==> src/ahpm_pkg.sv <==
package ahpm_pkg;
    // Bus clock period; all serial timing is derived from it.
    localparam int unsigned CLK_PERIOD_NS = 8;
    // Register byte offsets.
    localparam logic [7:0] CONFIG_OFS = 8'h00;
    localparam logic [7:0] CONTROL_OFS = 8'h04;
    localparam logic [7:0] STATUS_OFS = 8'h08;
    // Configuration register fields.
    localparam int CFG_W = 4;
    localparam int CFG_PAIR_BIT = 0;
    localparam int CFG_SWAP_BIT = 1;
    localparam int CFG_ORDER_BIT = 2;
    localparam int CFG_LOWPWR_BIT = 3;
    localparam int CFG_SERIAL_BIT = 4;
    localparam logic [4:0] CFG_RESET = 5'h00;
    localparam int CTL_START_BIT = 0;
    // Shared data pins used as serial configuration inputs or serial output.
    localparam int PIN_DIV_LO = 2;
    localparam int PIN_CLKSRC = 4;
    localparam int PIN_FSPOL = 5;
    localparam int PIN_RDMODE = 7;
    localparam logic [15:0] SER_OE_MASK = 16'h0100;
    localparam logic [15:0] PAR_OE_MASK = 16'hFFFF;
    // Typical internal serial clock periods per divider code.
    localparam int unsigned SCLK_NS_DIV0 = 40;
    localparam int unsigned SCLK_NS_DIV1 = 70;
    localparam int unsigned SCLK_NS_DIV2 = 140;
    localparam int unsigned SCLK_NS_DIV3 = 280;
    localparam logic [5:0] FRAME_BITS = 6'h20;

    // Converts a period in ns to whole clock cycles, never below one.
    function automatic logic [7:0] ns_to_cycles(input int unsigned ns);
        int unsigned c;
        c = ns / CLK_PERIOD_NS;
        if (c < 1) begin
            c = 1;
        end
        return 8'(c);
    endfunction : ns_to_cycles

    localparam logic [7:0] SCLK_CYC_DIV0 = ns_to_cycles(SCLK_NS_DIV0);
    localparam logic [7:0] SCLK_CYC_DIV1 = ns_to_cycles(SCLK_NS_DIV1);
    localparam logic [7:0] SCLK_CYC_DIV2 = ns_to_cycles(SCLK_NS_DIV2);
    localparam logic [7:0] SCLK_CYC_DIV3 = ns_to_cycles(SCLK_NS_DIV3);

    typedef enum logic [1:0] {
        SER_IDLE = 2'b00,
        SER_SHIFT = 2'b01
    } ahpm_ser_e;
endpackage : ahpm_pkg

==> src/ahpm_host_port.sv <==
// Operation
// - Pair select low samples the first input pair, high the second pair.
// - Byte order swap low puts low byte on D[7:0]; high exchanges bytes.
// - Parallel mode shows channel B when order select low, channel A high.
// - Serial mode sends A first when order select high, B first when low.
// - Low power select high runs conversions in reduced-power mode.
// - Serial parallel select low uses parallel port; high turns pins serial.
// - D[1:0] driven in parallel mode, released in serial mode.
// - Shared configuration pins act as result outputs in parallel mode.
// - Divider inputs slow the clock only in master read-after-conversion mode.
// - Clock source low drives internal serial clock; high uses host clock.
// - Master frame sync is active high when polarity low, else active low.
// - Divider codes give serial clock periods near 40, 70, 140, 280 ns.
// - Read mode high sends previous result during conversion; low after it.
// - Both results sit in one 32-bit shift register, sent MSB first.

////////////////////////////////////////////////////////////////////////////
// Result FIFO between the converter core and the output port.
module ahpm_fifo #(
    parameter int W = 32,
    parameter int D = 8
) (
    input wire logic clk,
    input wire logic rst_n,
    input wire logic in_valid,
    output logic in_ready,
    input wire logic [W-1:0] in_data,
    output logic out_valid,
    input wire logic out_ready,
    output logic [W-1:0] out_data,
    output logic [$clog2(D):0] level
);
    localparam int AW = $clog2(D);
    logic [W-1:0] mem [D];
    logic [AW-1:0] wp_reg, wp_next, rp_reg, rp_next;
    logic [AW:0] cnt_reg, cnt_next;
    logic push, pop;

    // Pointer and level update; a full FIFO stalls the writer.
    always_comb begin
        in_ready = (cnt_reg != (AW+1)'(D));
        out_valid = (cnt_reg != '0);
        push = in_valid && in_ready;
        pop = out_valid && out_ready;
        wp_next = push ? ((wp_reg == AW'(D-1)) ? '0 : wp_reg + 1'b1) : wp_reg;
        rp_next = pop ? ((rp_reg == AW'(D-1)) ? '0 : rp_reg + 1'b1) : rp_reg;
        cnt_next = cnt_reg + (AW+1)'(push) - (AW+1)'(pop);
    end

    always_ff @(posedge clk or negedge rst_n) begin
        if (!rst_n) begin
            wp_reg <= '0;
            rp_reg <= '0;
            cnt_reg <= '0;
        end else begin
            wp_reg <= wp_next;
            rp_reg <= rp_next;
            cnt_reg <= cnt_next;
        end
    end

    // Storage has no reset; it is only read where the level says valid.
    always_ff @(posedge clk) begin
        if (push) begin
            mem[wp_reg] <= in_data;
        end
    end

    assign out_data = mem[rp_reg];
    assign level = cnt_reg;
endmodule : ahpm_fifo

////////////////////////////////////////////////////////////////////////////
module ahpm_host_port
    import ahpm_pkg::*;
#(
    parameter int FIFO_DEPTH = 8
) (
    input wire logic pclk,
    input wire logic presetn,
    input wire logic psel,
    input wire logic penable,
    input wire logic pwrite,
    input wire logic [7:0] paddr,
    input wire logic [31:0] pwdata,
    output logic [31:0] prdata,
    output logic pready,
    output logic pslverr,
    output logic pair_select,
    output logic low_power_mode,
    output logic conv_start,
    input wire logic result_valid,
    output logic result_ready,
    input wire logic [15:0] result_a,
    input wire logic [15:0] result_b,
    input wire logic [15:0] data_in,
    output logic [15:0] data_out,
    output logic [15:0] data_oe,
    input wire logic host_read_ack,
    input wire logic serial_select_n,
    input wire logic sclk_in,
    output logic sclk_out,
    output logic sclk_oe,
    output logic frame_sync,
    output logic frame_sync_oe
);
    logic [4:0] cfg_reg, cfg_next;
    logic busy_reg, busy_next, start_reg, start_next;
    logic [31:0] prdata_reg, prdata_next;
    logic wr_en, mapped;
    logic f_valid, f_ready;
    logic [31:0] f_data;
    logic [$clog2(FIFO_DEPTH):0] f_level;
    ahpm_ser_e st_reg, st_next;
    logic [31:0] sh_reg, sh_next, par_reg, par_next;
    logic par_full_reg, par_full_next;
    logic [5:0] bit_reg, bit_next;
    logic [7:0] cnt_reg, cnt_next, period;
    logic sclk_d_reg, ser_mode, master, rd_mode, fs_pol, adv;
    logic [1:0] div;
    logic [15:0] chan;

    // Serial clock period in cycles for a divider code.
    function automatic logic [7:0] period_of(input logic [1:0] code);
        case (code)
            2'h0: period_of = SCLK_CYC_DIV0;
            2'h1: period_of = SCLK_CYC_DIV1;
            2'h2: period_of = SCLK_CYC_DIV2;
            default: period_of = SCLK_CYC_DIV3;
        endcase
    endfunction : period_of

    ////////////////////////////////////////////////////////////////////////
    // APB slave, configuration and conversion control.
    assign wr_en = psel && penable && pwrite;
    assign mapped = (paddr == CONFIG_OFS) || (paddr == CONTROL_OFS) ||
        (paddr == STATUS_OFS);
    assign pready = 1'b1;
    assign pslverr = psel && penable && !mapped;
    assign prdata = prdata_reg;

    // Read data is captured in the setup cycle so it leaves a flip-flop.
    always_comb begin
        cfg_next = cfg_reg;
        busy_next = busy_reg;
        start_next = 1'b0;
        prdata_next = prdata_reg;
        if (psel && !penable) begin
            case (paddr)
                CONFIG_OFS: prdata_next = {27'h0, cfg_reg};
                CONTROL_OFS: prdata_next = {31'h0, busy_reg};
                STATUS_OFS: prdata_next = {20'h0, 4'(f_level), 3'h0,
                    par_full_reg, 1'b0, st_reg, busy_reg};
                default: prdata_next = 32'h0;
            endcase
        end
        if (wr_en && paddr == CONFIG_OFS) begin
            cfg_next = pwdata[4:0];
        end
        // A conversion ends when its result is accepted by the FIFO.
        if (busy_reg && result_valid && f_ready) begin
            busy_next = 1'b0;
        end
        // A start request while busy is ignored.
        if (wr_en && paddr == CONTROL_OFS && pwdata[CTL_START_BIT] && !busy_reg) begin
            busy_next = 1'b1;
            start_next = 1'b1;
        end
    end

    always_ff @(posedge pclk or negedge presetn) begin
        if (!presetn) begin
            cfg_reg <= CFG_RESET;
            busy_reg <= 1'b0;
            start_reg <= 1'b0;
            prdata_reg <= 32'h0;
        end else begin
            cfg_reg <= cfg_next;
            busy_reg <= busy_next;
            start_reg <= start_next;
            prdata_reg <= prdata_next;
        end
    end

    // Front-end steering; the host must not change these mid-conversion.
    assign pair_select = cfg_reg[CFG_PAIR_BIT];
    assign low_power_mode = cfg_reg[CFG_LOWPWR_BIT];
    assign conv_start = start_reg;
    assign result_ready = f_ready;

    ////////////////////////////////////////////////////////////////////////
    // Results queue as {channel A, channel B}; a full queue stalls the core.
    ahpm_fifo #(.W(32), .D(FIFO_DEPTH)) u_fifo (
        .clk(pclk),
        .rst_n(presetn),
        .in_valid(result_valid),
        .in_ready(f_ready),
        .in_data({result_a, result_b}),
        .out_valid(f_valid),
        .out_ready(f_valid && st_next == SER_SHIFT && st_reg == SER_IDLE ||
            par_full_next && (!par_full_reg || host_read_ack) && !ser_mode && f_valid),
        .out_data(f_data),
        .level(f_level)
    );

    ////////////////////////////////////////////////////////////////////////
    // Output port: parallel word holder and serial shifter.
    assign ser_mode = cfg_reg[CFG_SERIAL_BIT];
    // In serial mode the shared pins carry serial configuration.
    assign master = ser_mode && !data_in[PIN_CLKSRC];
    assign rd_mode = data_in[PIN_RDMODE];
    assign fs_pol = data_in[PIN_FSPOL];
    // Divider only counts in master read-after-conversion mode.
    assign div = (master && !rd_mode) ? data_in[PIN_DIV_LO+1:PIN_DIV_LO] : 2'h0;
    assign period = period_of(div);
    assign adv = master ? (cnt_reg == period - 8'h01) : (sclk_in && !sclk_d_reg);

    always_comb begin
        st_next = st_reg;
        sh_next = sh_reg;
        bit_next = bit_reg;
        cnt_next = cnt_reg;
        par_next = par_reg;
        par_full_next = par_full_reg;
        case (st_reg)
            SER_IDLE: begin
                if (ser_mode) begin
                    // Master start: with conversion, or after it ends.
                    if (f_valid && (master ? (rd_mode ? start_reg : !busy_reg)
                        : !serial_select_n)) begin
                        // Channel order within the frame.
                        sh_next = cfg_reg[CFG_ORDER_BIT] ? f_data :
                            {f_data[15:0], f_data[31:16]};
                        bit_next = 6'h0;
                        cnt_next = 8'h0;
                        st_next = SER_SHIFT;
                    end
                end else if (f_valid && (!par_full_reg || host_read_ack)) begin
                    par_next = f_data;
                    par_full_next = 1'b1;
                end else if (host_read_ack) begin
                    par_full_next = 1'b0;
                end
            end
            SER_SHIFT: begin
                cnt_next = adv ? 8'h0 : cnt_reg + 8'h01;
                // Slave frame is abandoned when the host deselects.
                if (!master && serial_select_n) begin
                    st_next = SER_IDLE;
                end else if (adv) begin
                    if (bit_reg == FRAME_BITS - 6'h01) begin
                        st_next = SER_IDLE;
                    end else begin
                        sh_next = {sh_reg[30:0], 1'b0};
                        bit_next = bit_reg + 6'h01;
                    end
                end
            end
            default: st_next = SER_IDLE;
        endcase
    end

    always_ff @(posedge pclk or negedge presetn) begin
        if (!presetn) begin
            st_reg <= SER_IDLE;
            sh_reg <= 32'h0;
            bit_reg <= 6'h0;
            cnt_reg <= 8'h0;
            par_reg <= 32'h0;
            par_full_reg <= 1'b0;
            sclk_d_reg <= 1'b0;
        end else begin
            st_reg <= st_next;
            sh_reg <= sh_next;
            bit_reg <= bit_next;
            cnt_reg <= cnt_next;
            par_reg <= par_next;
            par_full_reg <= par_full_next;
            sclk_d_reg <= sclk_in;
        end
    end

    // Pin drive; low half of each period first, so data settles before the rise.
    assign chan = cfg_reg[CFG_ORDER_BIT] ? par_reg[31:16] : par_reg[15:0];
    assign data_out = ser_mode ? {7'h0, sh_reg[31], 8'h0} :
        (cfg_reg[CFG_SWAP_BIT] ? {chan[7:0], chan[15:8]} : chan);
    assign data_oe = ser_mode ? (SER_OE_MASK & {16{master || !serial_select_n}})
        : PAR_OE_MASK;
    assign sclk_oe = master;
    assign sclk_out = master && st_reg == SER_SHIFT && cnt_reg >= (period >> 1);
    assign frame_sync_oe = master;
    assign frame_sync = fs_pol ^ (st_reg == SER_SHIFT);
endmodule : ahpm_host_port

==> config.mk <==
export PLATFORM = sky130hd
export DESIGN_NAME = ahpm_host_port
export DESIGN_NICKNAME = d
export VERILOG_FILES = /design/src/ahpm_pkg.sv /design/src/ahpm_host_port.sv
export SDC_FILE = /design/constraint.sdc
export NUM_CORES = 1
export LEC_CHECK = 0
export ABC_AREA = 1
export BUFFER_PORTS_ARGS = -buffer_cell sky130_fd_sc_hd__buf_4
export CORE_ASPECT_RATIO = 0.9
export CORE_MARGIN = 10
export CORE_UTILIZATION = 45
export CTS_CLUSTER_DIAMETER = 150
export CTS_CLUSTER_SIZE = 20
export DETAILED_ROUTE_END_ITERATION = 10
export PLACE_DENSITY_LB_ADDON = 0.05
export SYNTH_ARGS = -nofsm -noshare
export SYNTH_HDL_FRONTEND = slang
export SYNTH_SLANG_ARGS = --single-unit
==> constraint.sdc <==
create_clock -name pclk -period 6.1 [get_ports pclk]
set_input_delay 1.22 -clock pclk [delete_from_list [all_inputs] [get_ports pclk]]
set_output_delay 1.22 -clock pclk [all_outputs]
set_load 0.03 [all_outputs]
==> summary.md, run 1 <==
| Metric | Value |
|---|---|
| Post-Syn Area | `16200 sq um` |
| Crit path arrival time | `2.99 ns` |
| Setup TNS | `0 ns` |
| Vias per std cell | `5.29` |
| Peak VDD IR | `306 uV` |
| First-pass GRT wire length | `62.3 mm` |
| Routed WL per cell | `19.2 microns` |
| Largest family of logic cells by synthesized area | `simple AND/OR/NAND/NOR gates` |
| Worst setup margin | `1.89 ns` |
| Final Non-Filler Cells | `2123` |
| Root buffer cell | `clkbuf_16` |
| Max Cap Viol | `0` |
| PortBufs | `108` |
| Type of origin of the critical path | `primary input` |
| Grt ovf | `0` |
| Num Clock Sinks | `364` |
| Hold Path Class | `reg2reg` |
| Postcts setup bufs | `0` |
| Iteration-0 DRC Markers | `900` |
| Post-DP HPWL | `23.8 mm` |
| Synth warn | `0` |
| Final hold slack | `0.489 ns` |
| Final wirelength | `40.7 mm` |
| Worst Tran Pin Value | `1.05 ns` |
| Max FO, Critical Path | `8` |
| Full die area | `44000 sq um` |
| CP endpoint kind | `output pin` |
| Synthesized instance count | `1596` |
| Num ports | `171` |
| Net Sw Power | `2.76 mW` |
| Syn Area/Cell | `10.2 sq um` |
| Number of global-route vias before repair | `10.5k` |
| Placement Cell Area | `17200 sq um` |
| Initial Utilization | `45.9%` |
| Compound-Gate Fraction of Synth Area | `10.5%` |
| Site Rows | `65` |
| Clock network power share | `20.7%` |
| Largest net degree at the start of global routing | `82` |
| Status | `finished clean` |
| Core Region | `35300 sq um` |
| Initial antenna violation count | `1` |
| Fin area | `17900 sq um` |
| Proportion of synthesized chip area in sequential cells | `64.1%` |
| Htree depth | `1` |
| Power, Total | `7.24 mW` |
| Crit path kind | `in2out` |
| # resized after CTS | `0` |
| F_max | `237 MHz` |
| Final #Nets | `1755` |
| Combinational Power Share | `33.7%` |
| Clk pin slew, worst setup/hold paths | `0.09 ns` |
| Die height | `200 microns` |
| Layout area overhead | `10.2%` |
| Vias | `11.2k` |
| CTS Hold Bufs | `0` |
| Mux contribution to synthesized area | `0.0694%` |
| Synth Register Bits | `364` |
| Placer congestion estimate | `0.800` |
| CTS Buf Count | `22` |
| Worst-Skew Late Latency | `0.54 ns` |
| Ys flop type | `edfxtp_1` |
| Net Sw Frac | `38.2%` |
| # DRC | `0` |
| Die X | `220 microns` |
| Place WS | `1.90 ns` |
| Power Density | `405 nW/um^2` |
| Max FFs per register | `256` |
| Gr usage total | `18.0%` |
| Adder-cell share of the synthesized area | `1.44%` |
| Pre-Repair DR Iteration Count | `5` |
| Post-synth EDFFs | `256` |
| Clock Path Buffers | `3` |
| CP Data Required Time | `4.88 ns` |
| Final ANT Viol Nets | `0` |
| Final core utilization | `50.6%` |
| RSZ-0062 raised after global routing | `false` |
| Share of cells above drive strength 1 | `10.7%` |
| Minimum clock period | `4.21 ns` |
| Fraction of the cycle the final worst path needs | `69.1%` |
| Synth unique cells | `38` |
| Xor/xnor share of the synthesized area | `0.594%` |
| Layout Skew | `0.0173 ns` |
| Placed Cells incl. Taps | `2085` |
| Sequential power share | `45.6%` |
| Fin. Hold Viols | `0` |
| LEAKAGE | `7.17 nW` |
| Diode count | `0` |
| Simple-gate portion of the synthesized area | `17.7%` |
| Synth async-reset ratio | `29.7%` |
| CTS tree | `built` |
| Worst relative slew slack | `29.6%` |
| Max Slew Vio Count | `0` |
| Int Power | `4.47 mW` |
| Final setup violation count | `0` |
## cells in the mapped netlist, types with 2 or more instances
| master | instances | share of area (%) |
|---|---|---|
| nand2_1 | 366 | 8.5 |
| edfxtp_1 | 256 | 47 |
| nor2_1 | 235 | 5.4 |
| o21ai_0 | 207 | 6.4 |
| dfrtp_1 | 108 | 17 |
| nand3_1 | 86 | 2.7 |
| clkbuf_1 | 64 | 1.5 |
| o211ai_1 | 57 | 2.6 |
| inv_1 | 54 | 1.2 |
| buf_4 | 43 | 2.0 |
| ha_1 | 17 | 1.3 |
| a31oi_1 | 16 | 0.62 |
| buf_2 | 13 | 0.40 |
| a21oi_1 | 10 | 0.31 |
| nand4_1 | 9 | 0.35 |
| buf_1 | 7 | 0.16 |
| xor2_1 | 7 | 0.38 |
| inv_2 | 4 | 0.093 |
| o22ai_1 | 4 | 0.15 |
| o31ai_1 | 4 | 0.19 |
| xnor2_1 | 4 | 0.22 |
| buf_6 | 3 | 0.21 |
| nand2_4 | 3 | 0.21 |
| conb_1 | 2 | 0.046 |
| nand4_2 | 2 | 0.15 |
| nor4_1 | 2 | 0.077 |
| or2_2 | 2 | 0.077 |
## area by class of cell
type                       instances  area (sq um)
clock buffer                      36           603
clock inverter                     2          32.5
fill                            3278         17400
inverter                          58           219
multi-input combinational       1067          5070
sequential                       364         10400
tap                              469           587
timing repair buffer             127           953
## power groups by stage
stage          Combinational [mW]  Sequential [mW]  Clock, mW
4_1_cts                      2.48             3.30       1.54
2_1_floorplan                1.72             3.24          0
3_5_place_dp                 2.47             3.35          0
3_3_place_gp                 2.44             3.34          0
5_1_grt                      2.76             3.35       1.63
6_report                     2.44             3.30       1.50
## worst paths after layout
kind	startpoint	endpoint	slack (ns)	depth (start not counted)
max in group asynchronous	presetn	sh_reg[19]	4.19	2
setup reg to reg	u_fifo.rp_reg[0]	sh_reg[11]	2.67	10
hold / removal	par_reg[11]	par_reg[11]	0.49	2
min in group asynchronous	presetn	u_fifo.wp_reg[2]	0.78	1
hold reg to reg	par_reg[11]	par_reg[11]	0.49	2
setup / recovery	data_in[7]	sclk_out	1.89	14
## metal layers
metal	track usage (%)	wire length, microns	vias up
met5	0	20	-
met2	28.0	18300	259
met3	3.09	2510	41
li1	-	-	5468
met4	3.02	481	2
met1	26.3	19400	5467
## cells in the final DEF, fill, tap and decap left out, drive strengths merged
cell type / Yosys / routed
o21ai: 207 / 207
inv: 58 / 58
a22oi: 1 / 1
nor2: 236 / 236
a31oi: 16 / 16
nor3: 1 / 1
nand3: 86 / 86
nand4: 11 / 11
clkinv: 0 / 2
a21oi: 10 / 10
nand3b: 1 / 1
nor4: 2 / 2
o211ai: 57 / 57
ha: 17 / 17
conb: 2 / 25
o21bai: 1 / 1
mux2: 1 / 1
dfrtp: 108 / 108
xor2: 7 / 7
edfxtp: 256 / 256
a21o: 1 / 1
o31ai: 4 / 4
fa: 1 / 1
clkbuf: 64 / 36
nand2: 370 / 370
or2: 2 / 2
a211oi: 1 / 1
xnor2: 4 / 4
buf: 66 / 127
o22ai: 4 / 4
o2111ai: 1 / 1
## critical path: stages
cell and delay [ns]:
buf_4 0.12, inv_1 0.18, nand4_1 0.21, nor2_1 0.20, ha_1 0.25, inv_1 0.05
nand2_1 0.04, a21oi_1 0.11, o21bai_1 0.07, a21oi_1 0.11, o21ai_0 0.11, nand3_1 0.10
inv_1 0.04, buf_4 0.16
## cells by family after synthesis
group,after synthesis
adder cells (fa/ha/maj),18
AND/OR/NAND/NOR,709
multiplexers,1
buffers and inverters,188
other,2
XOR/XNOR,11
flip-flops,364
AO/OA/AOI/OAI,303
Note: power is estimated with default switching activity, not from simulation.
==> run 2, diff against run 1 <==
- clock period: 6.1 -> 4.31 ns (I/O delays scaled with it)
==> summary.md, run 2 (synthesis gave the netlist of run 1 again) <==
| Metric | Value |
|---|---|
| Grt ovf | `0 (unchanged)` |
| Worst-Skew Late Latency | `0.55 ns (about the same)` |
| Vias per std cell | `5.27 (-0.51%)` |
| Fraction of the cycle the final worst path needs | `84.8%` |
| Crit path arrival time | `2.79 ns (-0.20 ns)` |
| Number of global-route vias before repair | `10.8k (+2.2%)` |
| CP Data Required Time | `3.45 ns (-1.43 ns)` |
| Max FO, Critical Path | `36 (+28)` |
| Max Slew Vio Count | `0 (unchanged)` |
| Htree depth | `1 (unchanged)` |
| # DRC | `0 (unchanged)` |
| Iteration-0 DRC Markers | `984 (+9.3%)` |
| Hold Path Class | `in2async` |
| Peak VDD IR | `352 uV (+15%)` |
| Clk pin slew, worst setup/hold paths | `0.09 ns (about the same)` |
| Core Region | `35300 sq um (unchanged)` |
| Crit path kind | `reg2out` |
| F_max | `274 MHz` |
| Layout fillers | `3222 (-1.7%)` |
| RSZ-0062 raised after global routing | `false` |
| Final #Nets | `1763 (+0.46%)` |
| Register cell area after layout | `10400 sq um (unchanged)` |
| Worst relative slew slack | `31.1% (+1.5 points)` |
| Placer congestion estimate | `0.800 (about the same)` |
| Initial Utilization | `45.9% (unchanged)` |
| Gr usage total | `18.3% (+0.23 points)` |
| Max Cap Viol | `0 (unchanged)` |
| Layout Skew | `0.0184 ns (+0.00111 ns)` |
| Num Clock Sinks | `364 (unchanged)` |
| CTS Hold Bufs | `0 (unchanged)` |
| Most frequent cells in the layout | `nand2_1 (365), edfxtp_1 (256), nor2_1 (226)` |
| Power Density | `574 nW/um^2 (+42%)` |
| Setup TNS | `0 ns (unchanged)` |
| Share of cells above drive strength 1 | `11.1% (+0.42 points)` |
| Place WS | `0.819 ns (-1.08 ns)` |
| Postcts setup bufs | `0 (unchanged)` |
| Vias | `11.2k (-0.044%)` |
| Post-DP HPWL | `24.4 mm (+2.4%)` |
| Final ANT Viol Nets | `0 (unchanged)` |
| PortBufs | `108 (unchanged)` |
| Worst setup margin | `0.655 ns (-1.23 ns)` |
| Minimum clock period | `3.65 ns` |
| LEAKAGE | `7.22 nW (+0.76%)` |
| Pre-Repair DR Iteration Count | `5 (unchanged)` |
| # resized after CTS | `0 (unchanged)` |
| Final core utilization | `50.9% (+0.29 points)` |
| Area of the multi-input gates | `5070 sq um (unchanged)` |
| Die height | `200 microns (unchanged)` |
| Final setup violation count | `0 (unchanged)` |
| Site Rows | `65 (unchanged)` |
| Root buffer cell | `clkbuf_16` |
| CTS tree | `built` |
| Status | `finished clean` |
| CTS Buf Count | `22 (unchanged)` |
| Full die area | `44000 sq um (unchanged)` |
| Max FFs per register | `256 (unchanged)` |
| Num ports | `171 (unchanged)` |
| Commonest non-fill, non-tap cell in the layout | `nand2_1` |
| Initial antenna violation count | `1 (unchanged)` |
| Largest net degree at the start of global routing | `83 (+1.2%)` |
| First-pass GRT wire length | `63.1 mm (+1.2%)` |
| Die X | `220 microns (unchanged)` |
| Clock Path Buffers | `3 (unchanged)` |
| Final wirelength | `40.2 mm (-1.1%)` |
| CP endpoint kind | `output pin` |
| Routed WL per cell | `18.9 microns (-1.5%)` |
| Fin. Hold Viols | `0 (unchanged)` |
| Type of origin of the critical path | `register` |
| Worst Tran Pin Value | `1.03 ns (-0.0226 ns)` |
| Layout area overhead | `10.8%` |
-- run 2: changes by cell type in the layout (fill, tap and decap cells not counted), sizes merged --
cell,change
buf,+8
clkbuf,+1
diode,+1
-- run 2: final timing paths --
kind	slack, ns	to	from	cells after the start
max	0.66	sclk_out	cfg_reg[4]	12
min	0.31	u_fifo.wp_reg[1]	presetn	1
max reg2reg	1.34	sh_reg[4]	u_fifo.rp_reg[0]	11
min reg2reg	0.49	par_reg[24]	par_reg[24]	2
max in group asynchronous	3.21	u_fifo.rp_reg[0]	presetn	2
min in group pclk	0.43	sclk_d_reg	sclk_in	1
-- run 2: stage by stage --
| stage | power (mW) | instance area, sq um | hold slack (ns) | std cells |
|---|---|---|---|---|
| 2_1_floorplan | 7.03 | 16300 | 0.453 | 1619 |
| 3_3_place_gp | 8.26 | 17300 | 0.465 | 2093 |
| 3_5_place_dp | 8.30 | 17300 | 0.471 | 2093 |
| 4_1_cts | 10.4 | 18000 | 0.337 | 2132 |
| 5_1_grt | 11.1 | 18000 | 0.361 | 2133 |
| 6_report | 10.3 | 18000 | 0.312 | 2133 |
-- run 2: area by class of cell --
cell class	count	share of cell area (%)
antenna	1	0.0139
clock buffer	37	3.38
clock inverter	2	0.181
inverter	58	1.22
multi-input combinational	1067	28.2
sequential	364	57.9
tap	469	3.27
timing repair buffer	135	5.85
-- run 2: routing by layer --
| metal | vias to the layer above | track usage (%) | share of wire [%] |
|---|---|---|---|
| met4 | 0 | 3.88 | 1.8 |
| met3 | 42 | 2.72 | 6.0 |
| li1 | 5501 | - | - |
| met2 | 304 | 28.9 | 45 |
| met5 | - | 0 | 0 |
| met1 | 5385 | 26.2 | 47 |
-- run 2: worst max-delay path, cell delays in order (launching register included) --
cell,delay (ns)
dfrtp_1,0.44
inv_2,0.26
nor2_8,0.25
inv_2,0.07
a211oi_1,0.21
ha_1,0.27
a21oi_1,0.15
o21bai_1,0.07
a21oi_1,0.12
o21ai_0,0.11
nand3_1,0.09
inv_1,0.05
buf_4,0.16
-- run 2: power by group --
part / total, mW / switching [mW] / internal, mW
Combinational: 3.49 / 2.42 / 1.07
Clock: 2.13 / 1.15 / 0.979
Sequential: 4.69 / 0.340 / 4.35
Total: 10.3 / 3.91 / 6.40
==> run 3, diff against run 2 <==
- ABC_AREA: 1 -> 0
- clock period: 4.31 -> 3 ns (I/O delays scaled with it)
==> summary.md, run 3 <==
| Metric | Value |
|---|---|
| Status | `finished with violations` |
| Violated checks | `setup timing` |
| Syn Area/Cell | `16.9 sq um (+66%)` |
| Proportion of synthesized chip area in sequential cells | `64.9% (+0.79 points)` |
| Max FO, Critical Path | `2 (-94%)` |
| Clock network power share | `20.1% (-0.6 points)` |
| Peak VDD IR | `475 uV (+35%)` |
| Final ANT Viol Nets | `0 (unchanged)` |
| Core Region | `35100 sq um (-0.46%)` |
| Power, Total | `15.1 mW (+46%)` |
| Site Rows | `65 (unchanged)` |
| Combinational Power Share | `33.8% (about the same)` |
| Most common cell in the netlist | `edfxtp_1` |
| Minimum clock period | `3.08 ns` |
| Worst Tran Pin Value | `0.740 ns (-0.290 ns)` |
| Post-synth EDFFs | `256 (unchanged)` |
| Max FFs per register | `256 (unchanged)` |
| Max Slew Vio Count | `0 (unchanged)` |
| Net Sw Frac | `31.2% (-6.8 points)` |
| PortBufs | `108 (unchanged)` |
| First-pass GRT wire length | `53.6 mm (-15%)` |
| # DRC | `0 (unchanged)` |
| Final setup violation count | `1 (+1)` |
| CP endpoint kind | `output pin` |
| RSZ-0062 raised after global routing | `true` |
| Clk pin slew, worst setup/hold paths | `0.09 ns (about the same)` |
| Number of global-route vias before repair | `8597 (-20%)` |
| Vias per std cell | `5.34 (+1.3%)` |
| Synth unique cells | `60 (+58%)` |
| Worst R2R End | `sh_reg[18]` |
| Share of cells above drive strength 1 | `36.4% (+25 points)` |
| Synth warn | `0 (unchanged)` |
| Synth top cells by count | `edfxtp_1 (256), dfrtp_1 (108), mux4_2 (80), mux2_2 (74), nor2_1 (47)` |
| Full die area | `43600 sq um (-1.1%)` |
| Num Clock Sinks | `364 (unchanged)` |
| Crit path kind | `reg2out` |
| Ys flop type | `edfxtp_1` |
| Most frequent cells in the layout | `edfxtp_1 (256), buf_4 (150), dfrtp_1 (105)` |
| Worst relative slew slack | `50.7% (+20 points)` |
| R2R cell count | `13 (+2)` |
| Die height | `199 microns (-0.55%)` |
| CP Data Required Time | `2.40 ns (-1.05 ns)` |
| CP startpoint | `cfg_reg[4]` |
| Setup TNS | `-0.0797 ns (-0.0797 ns)` |
| Type of origin of the critical path | `register` |
| Yosys top cell by area | `edfxtp_1` |
| Htree depth | `1 (unchanged)` |
| Worst-Skew Late Latency | `0.54 ns (about the same)` |
| Pre-Repair DR Iteration Count | `4 (-1)` |
| CTS tree | `built` |
| Placer congestion estimate | `0.744 (-7.0%)` |
| Worst setup margin | `-0.0797 ns (-0.735 ns)` |
| Layout area overhead | `15.0%` |
| Vias | `8330 (-26%)` |
| Layout Skew | `0.0214 ns (+0.00297 ns)` |
| Final hold slack | `0.0898 ns (-0.223 ns)` |
| Power Density | `818 nW/um^2 (+43%)` |
| Synth Register Bits | `364 (unchanged)` |
| Commonest non-fill, non-tap cell in the layout | `edfxtp_1` |
| Num ports | `171 (unchanged)` |
| LEAKAGE | `6.84 nW (-5.3%)` |
| Synth async-reset ratio | `29.7% (unchanged)` |
| Routed WL per cell | `22.7 microns (+20%)` |
| Initial Utilization | `45.6% (-0.35 points)` |
| Int Power | `10.4 mW (+62%)` |
| Clock Path Buffers | `3 (unchanged)` |
| CTS Buf Count | `22 (unchanged)` |
| R2R Path Start | `cfg_reg[4]` |
| Max Cap Viol | `0 (unchanged)` |
| Grt ovf | `0 (unchanged)` |
| F_max | `325 MHz` |
| Largest net degree at the start of global routing | `67 (-19%)` |
| Iteration-0 DRC Markers | `483 (-51%)` |
| Fin. Hold Viols | `0 (unchanged)` |
| Post-DP HPWL | `22.1 mm (-9.6%)` |
| Synthesized instance count | `949 (-41%)` |
| Yosys top cell area share | `48.0% (+0.59 points)` |
| Largest cells by area after synthesis | `edfxtp_1 (48%), dfrtp_1 (17%), mux4_2 (11%)` |
| Post-Syn Area | `16000 sq um (-1.2%)` |
| Sequential power share | `46.1% (+0.6 points)` |
| Gr usage total | `16.0% (-2.2 points)` |
| Fraction of the cycle the final worst path needs | `103%` |
| Crit path arrival time | `2.48 ns (-0.31 ns)` |
| Die X | `219 microns (-0.56%)` |
| Initial antenna violation count | `0 (-1)` |
| Hold Path Class | `in2async` |
| Final core utilization | `52.5% (+1.5 points)` |
| Final wirelength | `35.4 mm (-12%)` |
| Diode count | `0 (-1)` |
| Root buffer cell | `clkbuf_16` |
| Final #Nets | `1191 (-32%)` |
| Net Sw Power | `4.70 mW (+20%)` |
| Setup slack, reg-to-reg | `0.11 ns (-1.23 ns)` |
-- run 3: layout make-up --
type,count,area [sq um]
clock buffer,38,611
clock inverter,2,32.5
fill,2901,16700
inverter,20,78.8
multi-input combinational,502,5260
sequential,364,10400
tap,469,587
timing repair buffer,166,1460
-- run 3: metal layers --
metal  GRT usage, %  vias up  share of wire [%]
li1               -     3848                  -
met1           21.6     4285                 44
met2           27.4      160                 50
met5              0        -                  0
met3           2.11       37                4.6
met4           3.32        0                1.7
-- run 3: cells by family (layout without fill, tap and decap cells) --
kind of cell	Yosys count	count (layout)	synth area share (%)
simple gates	147	147	4.62
fa+ha+maj	18	18	1.45
flops	364	364	64.9
compound gates	86	86	3.72
buf+inv	106	226	3.78
mux	218	218	21.1
xor+xnor	8	8	0.437
other cells	2	25	0.0469
-- run 3: power groups by stage --
stage	Combinational, mW	Clock (mW)	Sequential [mW]
global placement	5.07	0	7.04
global route	5.57	3.31	7.06
finish	5.10	3.03	6.95
floorplan	3.65	0	6.79
detailed placement	5.11	0	7.06
CTS	5.15	3.15	6.96
-- run 3: through the flow --
stage	setup slack (ns)	std cells	area [sq um]
floorplan	-0.861	972	16100
global placement	-0.0428	1507	17500
detailed placement	-0.00426	1507	17500
CTS	-0.0882	1557	18300
global route	-0.247	1561	18400
finish	-0.0797	1561	18400
-- run 3: worst max path at each step --
| stage | end | slack (ns) |
|---|---|---|
| after floorplan | u_fifo.mem[4][0] | -0.86 |
| after global placement | sclk_out | -0.04 |
| after detailed placement | sclk_out | -0.004 |
| after CTS | sclk_out | -0.09 |
| after global routing | sclk_out | -0.25 |
| final | sclk_out | -0.08 |
-- run 3: repair_timing --
action                                  CTS  global route
endpoints found under the setup margin    1            34
pin swaps                                 7             6
hold buffers                              0             0
resized for setup                         7             7
gates cloned                              0             3
buffers inserted                         10             4
-- run 3: critical path, cell delays in order (launching register included) --
cell and delay [ns]:
dfrtp_1 0.40, nand2b_1 0.11, nor3b_2 0.18, nand2_1 0.08, inv_1 0.06, ha_1 0.22, nand2b_4 0.13, a21o_1 0.17
a21oi_2 0.11, nor2b_1 0.05, o21ai_1 0.15, a211oi_2 0.09, buf_4 0.20
